`src/rtl/qa_watchdog_pkg.sv`:
```
// Package for the question-and-answer watchdog answer checker.
// Assumes one 40 MHz system clock and a 32-bit APB register port.

package qa_watchdog_pkg;

    // ------------------------------------------------------------
    // Clock
    // ------------------------------------------------------------
    localparam int unsigned CLK_PERIOD_NS = 25;

    // ------------------------------------------------------------
    // Register byte addresses
    // ------------------------------------------------------------
    localparam logic [7:0] ADDR_QUESTION_VALUE = 8'h00;
    localparam logic [7:0] ADDR_REPLY_BYTE = 8'h04;
    localparam logic [7:0] ADDR_WATCHDOG_STATUS = 8'h08;
    localparam logic [7:0] ADDR_OPEN_WINDOW = 8'h0C;
    localparam logic [7:0] ADDR_CLOSE_WINDOW = 8'h10;
    localparam logic [7:0] ADDR_IRQ_STATUS = 8'h14;
    localparam logic [7:0] ADDR_IRQ_MASK = 8'h18;
    localparam logic [7:0] ADDR_FEEDBACK_SELECT = 8'h1C;

    // ------------------------------------------------------------
    // Status register field positions
    // ------------------------------------------------------------
    localparam int unsigned STAT_CFG_CHG_BIT = 0;
    localparam int unsigned STAT_SEQ_BAD_BIT = 1;
    localparam int unsigned STAT_TIME_OUT_BIT = 2;
    localparam int unsigned STAT_EARLY_BIT = 3;
    localparam int unsigned STAT_ANSWER_ERR_BIT = 4;
    localparam int unsigned STAT_INDEX_LSB = 5;
    localparam int unsigned STAT_FAIL_LSB = 8;

    // ------------------------------------------------------------
    // Interrupt event bit positions
    // ------------------------------------------------------------
    localparam int unsigned EVT_GOOD_BIT = 0;
    localparam int unsigned EVT_BAD_BIT = 1;
    localparam int unsigned EVT_TIMEOUT_BIT = 2;
    localparam int unsigned EVT_CFG_BIT = 3;

    // ------------------------------------------------------------
    // Reset values, fail count limit and Markov seed
    // ------------------------------------------------------------
    localparam logic [1:0] REPLY_INDEX_START = 2'h3;
    localparam logic [2:0] FAIL_COUNT_RESET = 3'h0;
    localparam logic [2:0] FAIL_COUNT_MAX = 3'h7;
    localparam logic [7:0] WINDOW_DURATION_RESET = 8'h00;
    localparam logic [1:0] FEEDBACK_RESET = 2'h0;
    localparam logic [3:0] IRQ_MASK_RESET = 4'h0;
    localparam logic [3:0] QUESTION_RESET = 4'h0;
    localparam logic [3:0] MARKOV_SEED = 4'h1;

    // ------------------------------------------------------------
    // Reference reply bytes, indexed by question
    // ------------------------------------------------------------
    localparam logic [15:0][7:0] FIRST_REPLY_TABLE = {
        8'h01, 8'h4E, 8'h17, 8'h58, 8'h8B, 8'hC4, 8'h9D, 8'hD2,
        8'h2C, 8'h63, 8'h3A, 8'h75, 8'hA6, 8'hE9, 8'hB0, 8'hFF
    };
    // Indexed by reply index: 3 first byte, 0 final byte
    localparam logic [3:0][7:0] REPLY_XOR_TABLE = {8'h00, 8'hF0, 8'h0F, 8'hFF};

endpackage : qa_watchdog_pkg

```
`src/rtl/qa_watchdog_answer_check.sv`:
```
// Question-and-answer watchdog answer checker with APB register port.
// Assumes an external window timer supplies the window phase and a
// time-out pulse, and restarts its windows on sequence_start_out.
//
// Function
// - First reply bytes per question are tabulated.
// - Good sequence decrements fail count, advances question.
// - Correct but early: increment, set early flag.
// - Wrong, in close window: increment, set error.
// - Wrong and early: increment, set both flags.
// - Time-out increments fail count, sets time-out flag.
// - Window duration write increments, sets config flag.
// - After time-out, error flag shows earlier mismatches.
// - Config change shows only config flag; good clears.
// - Reply index starts at 3, counts down, reloads.
// - Question from counter and Markov chain; advance good.
// - Duration write starts new sequence even when locked.
//
// Local design decisions: the APB slave port and the register addresses.
`timescale 1ns/10ps
`default_nettype none

module qa_watchdog_answer_check
    import qa_watchdog_pkg::*;
(
    input wire logic clk_in,
    input wire logic rstn_in,
    // APB slave
    input wire logic psel_in,
    input wire logic penable_in,
    input wire logic pwrite_in,
    input wire logic [7:0] paddr_in,
    input wire logic [31:0] pwdata_in,
    output logic pready_out,
    output logic [31:0] prdata_out,
    output logic pslverr_out,
    // Window timer side
    input wire logic close_window_in,
    input wire logic timeout_in,
    input wire logic config_lock_in,
    output logic sequence_start_out,
    output logic [2:0] fail_count_out,
    output logic irq_out
);

    // ------------------------------------------------------------
    // State
    // ------------------------------------------------------------
    typedef struct packed {
        logic pready;
        logic pslverr;
        logic [31:0] prdata;
        logic [1:0] reply_index_counter;
        logic answer_err;
        logic window_config_changed_flag;
        logic sequence_error_flag;
        logic time_out_flag;
        logic answer_early_flag;
        logic [2:0] sequence_fail_counter;
        logic [7:0] open_window_duration;
        logic [7:0] close_window_duration;
        logic [1:0] question_feedback_select;
        logic [3:0] irq_status;
        logic [3:0] irq_mask;
        logic irq;
        logic seq_start;
        logic advance;
    } wd_state_t;

    wd_state_t state_reg;
    wd_state_t state_next;

    logic rstn_sync;
    logic [3:0] question;
    logic [7:0] reference_byte;

    // ------------------------------------------------------------
    // Reset release and reference generation
    // ------------------------------------------------------------
    qa_reset_sync u_reset_sync (
        .clk_in(clk_in),
        .rstn_in(rstn_in),
        .rstn_sync_out(rstn_sync)
    );

    qa_reference_gen u_reference_gen (
        .clk_in(clk_in),
        .rstn_in(rstn_sync),
        .advance_in(state_reg.advance),
        .reply_index_in(state_reg.reply_index_counter),
        .question_out(question),
        .reference_byte_out(reference_byte)
    );

    // ------------------------------------------------------------
    // Bus decode helpers
    // ------------------------------------------------------------
    logic access_start;
    logic commit;
    logic write_commit;
    logic addr_mapped;
    logic reply_write;
    logic config_write;
    logic irq_clear_write;
    logic [31:0] status_word;
    logic [31:0] read_word;

    // Access phase answers one cycle after it opens
    assign access_start = psel_in & penable_in & ~state_reg.pready;
    assign commit = psel_in & penable_in & state_reg.pready;
    assign write_commit = commit & pwrite_in;

    always_comb begin
        addr_mapped = 1'b1;
        if (paddr_in == ADDR_QUESTION_VALUE) begin
            addr_mapped = 1'b1;
        end else if (paddr_in == ADDR_REPLY_BYTE) begin
            addr_mapped = 1'b1;
        end else if (paddr_in == ADDR_WATCHDOG_STATUS) begin
            addr_mapped = 1'b1;
        end else if (paddr_in == ADDR_OPEN_WINDOW) begin
            addr_mapped = 1'b1;
        end else if (paddr_in == ADDR_CLOSE_WINDOW) begin
            addr_mapped = 1'b1;
        end else if (paddr_in == ADDR_IRQ_STATUS) begin
            addr_mapped = 1'b1;
        end else if (paddr_in == ADDR_IRQ_MASK) begin
            addr_mapped = 1'b1;
        end else if (paddr_in == ADDR_FEEDBACK_SELECT) begin
            addr_mapped = 1'b1;
        end else begin
            addr_mapped = 1'b0;
        end
    end

    assign reply_write = write_commit & (paddr_in == ADDR_REPLY_BYTE);
    assign config_write = write_commit & ((paddr_in == ADDR_OPEN_WINDOW) | (paddr_in == ADDR_CLOSE_WINDOW));
    assign irq_clear_write = write_commit & (paddr_in == ADDR_IRQ_STATUS);

    always_comb begin
        status_word = 32'h0000_0000;
        status_word[STAT_CFG_CHG_BIT] = state_reg.window_config_changed_flag;
        status_word[STAT_SEQ_BAD_BIT] = state_reg.sequence_error_flag;
        status_word[STAT_TIME_OUT_BIT] = state_reg.time_out_flag;
        status_word[STAT_EARLY_BIT] = state_reg.answer_early_flag;
        status_word[STAT_ANSWER_ERR_BIT] = state_reg.answer_err;
        status_word[STAT_INDEX_LSB +: 2] = state_reg.reply_index_counter;
        status_word[STAT_FAIL_LSB +: 3] = state_reg.sequence_fail_counter;
    end

    // ------------------------------------------------------------
    // Read multiplexer
    // ------------------------------------------------------------
    always_comb begin
        read_word = 32'h0000_0000;
        if (paddr_in == ADDR_QUESTION_VALUE) begin
            read_word[3:0] = question;
        end else if (paddr_in == ADDR_WATCHDOG_STATUS) begin
            read_word = status_word;
        end else if (paddr_in == ADDR_OPEN_WINDOW) begin
            read_word[7:0] = state_reg.open_window_duration;
        end else if (paddr_in == ADDR_CLOSE_WINDOW) begin
            read_word[7:0] = state_reg.close_window_duration;
        end else if (paddr_in == ADDR_IRQ_STATUS) begin
            read_word[3:0] = state_reg.irq_status;
        end else if (paddr_in == ADDR_IRQ_MASK) begin
            read_word[3:0] = state_reg.irq_mask;
        end else if (paddr_in == ADDR_FEEDBACK_SELECT) begin
            read_word[1:0] = state_reg.question_feedback_select;
        end else begin
            // Reply byte register is write-only and reads zero
            read_word = 32'h0000_0000;
        end
    end

    // ------------------------------------------------------------
    // Sequence evaluation
    // ------------------------------------------------------------
    logic byte_mismatch;
    logic final_byte;
    logic seq_failed_value;
    logic good_event;
    logic bad_event;
    logic timeout_event;
    logic [3:0] irq_events;
    logic [2:0] fail_inc;
    logic [2:0] fail_dec;

    assign byte_mismatch = pwdata_in[7:0] != reference_byte;
    assign final_byte = state_reg.reply_index_counter == 2'h0;
    assign seq_failed_value = state_reg.answer_err | byte_mismatch;

    // Priority: duration write, then time-out, then the final reply byte
    assign timeout_event = timeout_in & ~config_write;
    assign good_event = reply_write & final_byte & ~config_write & ~timeout_in & ~seq_failed_value & close_window_in;
    assign bad_event = reply_write & final_byte & ~config_write & ~timeout_in & ~good_event;

    // Counter saturates at both ends rather than wrapping
    assign fail_inc = (state_reg.sequence_fail_counter == FAIL_COUNT_MAX) ? FAIL_COUNT_MAX
                      : state_reg.sequence_fail_counter + 3'h1;
    assign fail_dec = (state_reg.sequence_fail_counter == FAIL_COUNT_RESET) ? FAIL_COUNT_RESET
                      : state_reg.sequence_fail_counter - 3'h1;

    always_comb begin
        irq_events = 4'h0;
        irq_events[EVT_GOOD_BIT] = good_event;
        irq_events[EVT_BAD_BIT] = bad_event;
        irq_events[EVT_TIMEOUT_BIT] = timeout_event;
        irq_events[EVT_CFG_BIT] = config_write;
    end

    // ------------------------------------------------------------
    // Next state
    // ------------------------------------------------------------
    always_comb begin
        state_next = state_reg;
        state_next.seq_start = 1'b0;
        state_next.advance = 1'b0;

        // Bus handshake
        state_next.pready = access_start;
        if (access_start) begin
            state_next.prdata = read_word;
            state_next.pslverr = ~addr_mapped;
        end else if (commit) begin
            state_next.prdata = 32'h0000_0000;
            state_next.pslverr = 1'b0;
        end

        // Software-held registers
        if (write_commit) begin
            if (paddr_in == ADDR_OPEN_WINDOW) begin
                if (!config_lock_in) begin
                    state_next.open_window_duration = pwdata_in[7:0];
                end
            end else if (paddr_in == ADDR_CLOSE_WINDOW) begin
                if (!config_lock_in) begin
                    state_next.close_window_duration = pwdata_in[7:0];
                end
            end else if (paddr_in == ADDR_IRQ_MASK) begin
                state_next.irq_mask = pwdata_in[3:0];
            end else if (paddr_in == ADDR_FEEDBACK_SELECT) begin
                state_next.question_feedback_select = pwdata_in[1:0];
            end
        end

        // Watchdog sequence
        if (config_write) begin
            // Locked registers still restart the sequence
            state_next.sequence_fail_counter = fail_inc;
            state_next.window_config_changed_flag = 1'b1;
            state_next.sequence_error_flag = 1'b0;
            state_next.time_out_flag = 1'b0;
            state_next.answer_early_flag = 1'b0;
            state_next.reply_index_counter = REPLY_INDEX_START;
            state_next.answer_err = 1'b0;
            state_next.seq_start = 1'b1;
        end else if (timeout_in) begin
            state_next.sequence_fail_counter = fail_inc;
            state_next.time_out_flag = 1'b1;
            state_next.sequence_error_flag = state_reg.answer_err;
            state_next.answer_early_flag = 1'b0;
            state_next.window_config_changed_flag = 1'b0;
            state_next.reply_index_counter = REPLY_INDEX_START;
            state_next.answer_err = 1'b0;
            state_next.seq_start = 1'b1;
        end else if (reply_write) begin
            if (final_byte) begin
                state_next.reply_index_counter = REPLY_INDEX_START;
                state_next.answer_err = 1'b0;
                state_next.seq_start = 1'b1;
                state_next.window_config_changed_flag = 1'b0;
                state_next.time_out_flag = 1'b0;
                if (good_event) begin
                    state_next.sequence_fail_counter = fail_dec;
                    state_next.advance = 1'b1;
                    state_next.sequence_error_flag = 1'b0;
                    state_next.answer_early_flag = 1'b0;
                end else begin
                    state_next.sequence_fail_counter = fail_inc;
                    // Correct-but-early leaves the error flag clear
                    state_next.sequence_error_flag = seq_failed_value;
                    state_next.answer_early_flag = ~close_window_in;
                end
            end else begin
                // Early bytes may land in either window
                state_next.reply_index_counter = state_reg.reply_index_counter - 2'h1;
                state_next.answer_err = seq_failed_value;
            end
        end

        // Interrupts: a new event beats a clear in the same cycle
        if (irq_clear_write) begin
            state_next.irq_status = (state_reg.irq_status & ~pwdata_in[3:0]) | irq_events;
        end else begin
            state_next.irq_status = state_reg.irq_status | irq_events;
        end
        state_next.irq = |(state_reg.irq_status & state_reg.irq_mask);
    end

    // ------------------------------------------------------------
    // Registers
    // ------------------------------------------------------------
    always_ff @(posedge clk_in or negedge rstn_sync) begin
        if (!rstn_sync) begin
            state_reg <= '0;
            state_reg.reply_index_counter <= REPLY_INDEX_START;
            state_reg.sequence_fail_counter <= FAIL_COUNT_RESET;
            state_reg.open_window_duration <= WINDOW_DURATION_RESET;
            state_reg.close_window_duration <= WINDOW_DURATION_RESET;
            state_reg.question_feedback_select <= FEEDBACK_RESET;
            state_reg.irq_mask <= IRQ_MASK_RESET;
        end else begin
            state_reg <= state_next;
        end
    end

    // ------------------------------------------------------------
    // Outputs
    // ------------------------------------------------------------
    assign pready_out = state_reg.pready;
    assign prdata_out = state_reg.prdata;
    assign pslverr_out = state_reg.pslverr;
    assign sequence_start_out = state_reg.seq_start;
    assign fail_count_out = state_reg.sequence_fail_counter;
    assign irq_out = state_reg.irq;

endmodule : qa_watchdog_answer_check

`default_nettype wire

```
`src/rtl/qa_reset_sync.sv`:
```
// Two-stage release synchroniser for the active-low reset.
// Assumes the raw reset may rise at any moment relative to clk_in.
`timescale 1ns/10ps
`default_nettype none

module qa_reset_sync (
    input wire logic clk_in,
    input wire logic rstn_in,
    output logic rstn_sync_out
);

    typedef struct packed {
        logic [1:0] stage;
    } sync_state_t;

    sync_state_t state_reg;
    sync_state_t state_next;

    always_comb begin
        state_next = state_reg;
        state_next.stage = {state_reg.stage[0], 1'b1};
    end

    always_ff @(posedge clk_in or negedge rstn_in) begin
        if (!rstn_in) begin
            state_reg <= '0;
        end else begin
            state_reg <= state_next;
        end
    end

    assign rstn_sync_out = state_reg.stage[1];

endmodule : qa_reset_sync

`default_nettype wire

```
`src/rtl/qa_reference_gen.sv`:
```
// Question generation and reference reply byte for the answer checker.
// Assumes advance_in is a one-cycle pulse after each good sequence.
`timescale 1ns/10ps
`default_nettype none

module qa_reference_gen
    import qa_watchdog_pkg::*;
(
    input wire logic clk_in,
    input wire logic rstn_in,
    input wire logic advance_in,
    input wire logic [1:0] reply_index_in,
    output logic [3:0] question_out,
    output logic [7:0] reference_byte_out
);

    typedef struct packed {
        logic [3:0] counter;
        logic [3:0] markov;
    } ref_state_t;

    ref_state_t state_reg;
    ref_state_t state_next;

    always_comb begin
        state_next = state_reg;
        if (advance_in) begin
            state_next.counter = state_reg.counter + 4'h1;
            // Markov chain steps when the counter wraps to zero
            if (state_reg.counter == 4'hF) begin
                if (state_reg.markov == 4'h0) begin
                    // Leaves the all-zero point, which the LFSR would never exit
                    state_next.markov = MARKOV_SEED;
                end else begin
                    state_next.markov = {state_reg.markov[2:0], state_reg.markov[3] ^ state_reg.markov[2]};
                end
            end
        end
    end

    always_ff @(posedge clk_in or negedge rstn_in) begin
        if (!rstn_in) begin
            state_reg <= {QUESTION_RESET, QUESTION_RESET};
        end else begin
            state_reg <= state_next;
        end
    end

    assign question_out = state_reg.counter ^ state_reg.markov;
    // First byte from table, later bytes by fixed masks
    assign reference_byte_out = FIRST_REPLY_TABLE[question_out] ^ REPLY_XOR_TABLE[reply_index_in];

endmodule : qa_reference_gen

`default_nettype wire

```
`config.mk`:
```
export PLATFORM = sky130hd
export DESIGN_NAME = qa_watchdog_answer_check
export DESIGN_NICKNAME = d
export VERILOG_FILES = /design/src/rtl/qa_watchdog_pkg.sv /design/src/rtl/qa_watchdog_answer_check.sv /design/src/rtl/qa_reset_sync.sv /design/src/rtl/qa_reference_gen.sv
export SDC_FILE = /design/constraint.sdc
export NUM_CORES = 1
export LEC_CHECK = 0
export ABC_AREA = 1
export BUFFER_PORTS_ARGS = -buffer_cell sky130_fd_sc_hd__buf_4
export CAP_MARGIN = 20
export CORE_MARGIN = 2
export CORE_UTILIZATION = 55
export DETAILED_ROUTE_END_ITERATION = 6
export HOLD_SLACK_MARGIN = 0.12
export PLACE_DENSITY_LB_ADDON = 0.2
export SYNTH_ARGS = -nofsm -noshare
export SYNTH_HDL_FRONTEND = slang
export SYNTH_SLANG_ARGS = --single-unit
```
`constraint.sdc`:
```
create_clock -name clk_in -period 3.6 [get_ports clk_in]
set_clock_uncertainty 0.15 [all_clocks]
set_input_delay 0.36 -clock clk_in [delete_from_list [all_inputs] [get_ports clk_in]]
set_output_delay 0.36 -clock clk_in [all_outputs]
set_load 0.01 [all_outputs]
```
==> flow_summary.json <==
{
  "final_cell_mix": "142 x nand2_1, 59 x dfrtp_1, 49 x inv_1, 44 x o21ai_0, 42 x buf_4",
  "dp_hpwl_um": 5920,
  "drtIter0Drc": 261,
  "rows": 29,
  "cts_buffer_depth": 2,
  "vdd_drop_max_mv": 0.298,
  "cts_root_buf": "clkbuf_8",
  "synth_area_um2": 3620,
  "slowest_stage": "dfstp_2",
  "top_layer_used": "met4",
  "fin_crit_ns": 2.56,
  "cp-end-kind": "register",
  "outcome": "completed",
  "drive_above_1_share_pct": 17.5,
  "die_area_um2": 7240,
  "cp-start-kind": "register",
  "wire_per_inst_um": 13.8,
  "wl_met1_um": 3430,
  "clock_latency_ns": 0.34,
  "cts.repair.resized": 0,
  "grt_setup_unrepaired": "no",
  "fin_nets": 548,
  "cts_setup_buffers": 0,
  "port_buffers": 41,
  "die_width_um": 85.1,
  "areaGrowthSynthToFinish_pct": 12.8,
  "arrival_ns": 2.65,
  "clkTransAtPathRegs_ns": 0.07,
  "dr_wl_met3_um": 671,
  "powerDensity_nw_per_um2": 391,
  "nFillCells": 545,
  "ctsHoldBuffers": 3,
  "path_buf_inv": 1,
  "io_pins": 87,
  "core_um2": 6350,
  "worst_ep_required_time_ns": 3.69,
  "grt_pass1_vias": 2769,
  "crit_start": "state_reg[38]$_DFFE_PN1P_",
  "critPathMaxFanout": 6,
  "ys_seq_elements": 62,
  "seq_area_frac_synth_pct": 42.9,
  "post-route-drc-count": 0,
  "place_ws_ns": 1.08,
  "die_height_um": 85.1,
  "maxCapViolCount": 0,
  "synthCells": 454,
  "max_freq_ghz": 0.391,
  "power_leakage_nw": 2.20,
  "n_antenna_cell": 0,
  "tns_ns": 0,
  "grt_max_degree": 34,
  "largest_register_ff_count": 34,
  "r2r_cells": 16,
  "antenna_found_initial": 0,
  "htree_levels": 3,
  "design_area_um2": 4080,
  "critPathMaxStageDelay_ns": 0.59,
  "relSlewSlack_pct": 53.6,
  "setup_slack_ns": 1.04,
  "critical-path-top-delay-family": "simple AND/OR/NAND/NOR gates",
  "ant_nets": 0,
  "grt_pass1_wl_um": 13000,
  "synth.distinct_cells": 38,
  "crit-reg2reg-launch": "state_reg[38]$_DFFE_PN1P_",
  "finalHoldViolCount": 0,
  "cp.depth": 16,
  "place_area_um2": 3830,
  "wl_met2_um": 3670,
  "cpMostUsedCell": "nand2_1",
  "wirelength_um": 7900,
  "vias": 3062,
  "clock_sinks": 62,
  "cts_tree": "done",
  "globalplace.congestion": 1.01,
  "holdCritPathClass": "register to asynchronous set/reset pin",
  "period_share_pct": 71.1,
  "drv_slew": 0,
  "synth_warnings": 0,
  "dr.pass1.iters": 7,
  "r2r_slack_ns": 1.04,
  "crit_type": "register to register",
  "cts_made_buffers": 9,
  "finalSetupViolCount": 0,
  "worst_pin_slew_ns": 0.696,
  "timing.rr.end": "fail_count_out[1]$_DFFE_PN0P_",
  "path_cells": "inv_1, ha_1, nor2_1, nand2_1, nand2_1, nand2_1, nand2_1, nand2_1, nor2_1, nand3_1, nor2_4, nand3_4, nand2_1, nand2_1, nand2_1, nand2_1",
  "initial_utilization_pct": 57.0,
  "cp-endpoint": "fail_count_out[1]$_DFFE_PN0P_",
  "track_usage_pct": 23.1,
  "layout_commonest_cell": "nand2_1",
  "overflow": 0,
  "viasPerCell": 5.33,
  "postSynthAreaPerCell_um2": 7.97
}
[report_power, final]
group,switching [mW],internal (mW)
Clock,0.275,0.406
Combinational,0.106,0.0750
Sequential,0.0237,0.712
[synthesized netlist by cell type (all sizes together)]
cell / n / area [um^2]
a21oi: 7 / 38.8
a221oi: 2 / 17.5
a22o: 4 / 35.0
a32o: 3 / 30.0
buf: 37 / 273
clkbuf: 1 / 3.75
conb: 2 / 7.51
dfrtp: 60 / 1500
dfstp: 2 / 52.6
ha: 8 / 100
inv: 54 / 203
nand2: 151 / 614
nand3: 20 / 113
nand4: 4 / 25.0
nor2: 18 / 90.1
nor3: 7 / 78.8
nor3b: 3 / 22.5
nor4: 1 / 6.26
o2111ai: 2 / 17.5
o211ai: 1 / 7.51
o21ai: 51 / 255
o21bai: 1 / 7.51
o221ai: 1 / 8.76
o22ai: 5 / 31.3
o41ai: 1 / 8.76
or2: 2 / 17.5
xnor2: 1 / 8.76
xor2: 5 / 43.8
[worst min-delay path by stage]
stage | from | to | depth (start not counted)
3_3_place_gp | rstn_in | u_reset_sync.state_reg[0]$_DFF_PN0_ | 1
4_1_cts | rstn_in | u_reset_sync.state_reg[0]$_DFF_PN0_ | 2
2_1_floorplan | rstn_in | u_reset_sync.state_reg[0]$_DFF_PN0_ | 0
6_report | u_reset_sync.state_reg[1]$_DFF_PN0_ | sequence_start_out$_DFF_PN0_ | 0
5_1_grt | pwdata_in[4] | state_reg[25]$_DFFE_PN0P_ | 3
3_5_place_dp | rstn_in | u_reset_sync.state_reg[0]$_DFF_PN0_ | 1
[metal layers]
metal  vias up  global-route usage (%)
met5         -                       0
met4         0                    9.09
li1       1485                       -
met1      1433                    31.7
met2       134                    35.7
met3        10                    5.16
[cell families (layout without fill, tap and decap cells)]
kind of cell,count (synthesis),count (layout),synth area share (%)
AND/OR/NAND/NOR,206,206,26.7
XOR/XNOR,6,6,1.45
flip-flops,62,62,42.9
buffers and inverters,92,115,13.2
adder cells (fa/ha/maj),8,8,2.77
other,2,22,0.208
AO/OA/AOI/OAI,78,78,12.7
[layout make-up]
class | count | area (um^2) | area share, %
multi-input cells | 320 | 1660 | 40.7
flip-flops and latches | 62 | 1560 | 38.1
repair buffers | 45 | 345 | 8.46
inverters | 54 | 203 | 4.96
clock buffers | 10 | 138 | 3.37
well taps | 77 | 96.3 | 2.36
clock inverters | 6 | 85.1 | 2.08
[per-stage QoR]
step	total power, mW	util (%)	instances	hold WS (ns)
final	1.60	64.3	574	0.170
after floorplan	0.885	-	474	-0.0856
after detailed placement	0.927	60.3	555	-0.00592
after CTS	1.61	64.3	574	0.168
after global routing	1.67	64.3	574	0.183
after global placement	0.922	60.3	555	-0.00756
[worst reg2reg max path, stage by stage, from the launching register on]
cell,delay [ns]
dfstp_2,0.59
inv_1,0.09
ha_1,0.26
nor2_1,0.27
nand2_1,0.11
nand2_1,0.08
nand2_1,0.05
nand2_1,0.05
nand2_1,0.06
nor2_1,0.10
nand3_1,0.13
nor2_4,0.17
nand3_4,0.13
nand2_1,0.08
nand2_1,0.05
nand2_1,0.06
nand2_1,0.04
Power figures use the tool's default switching activity.
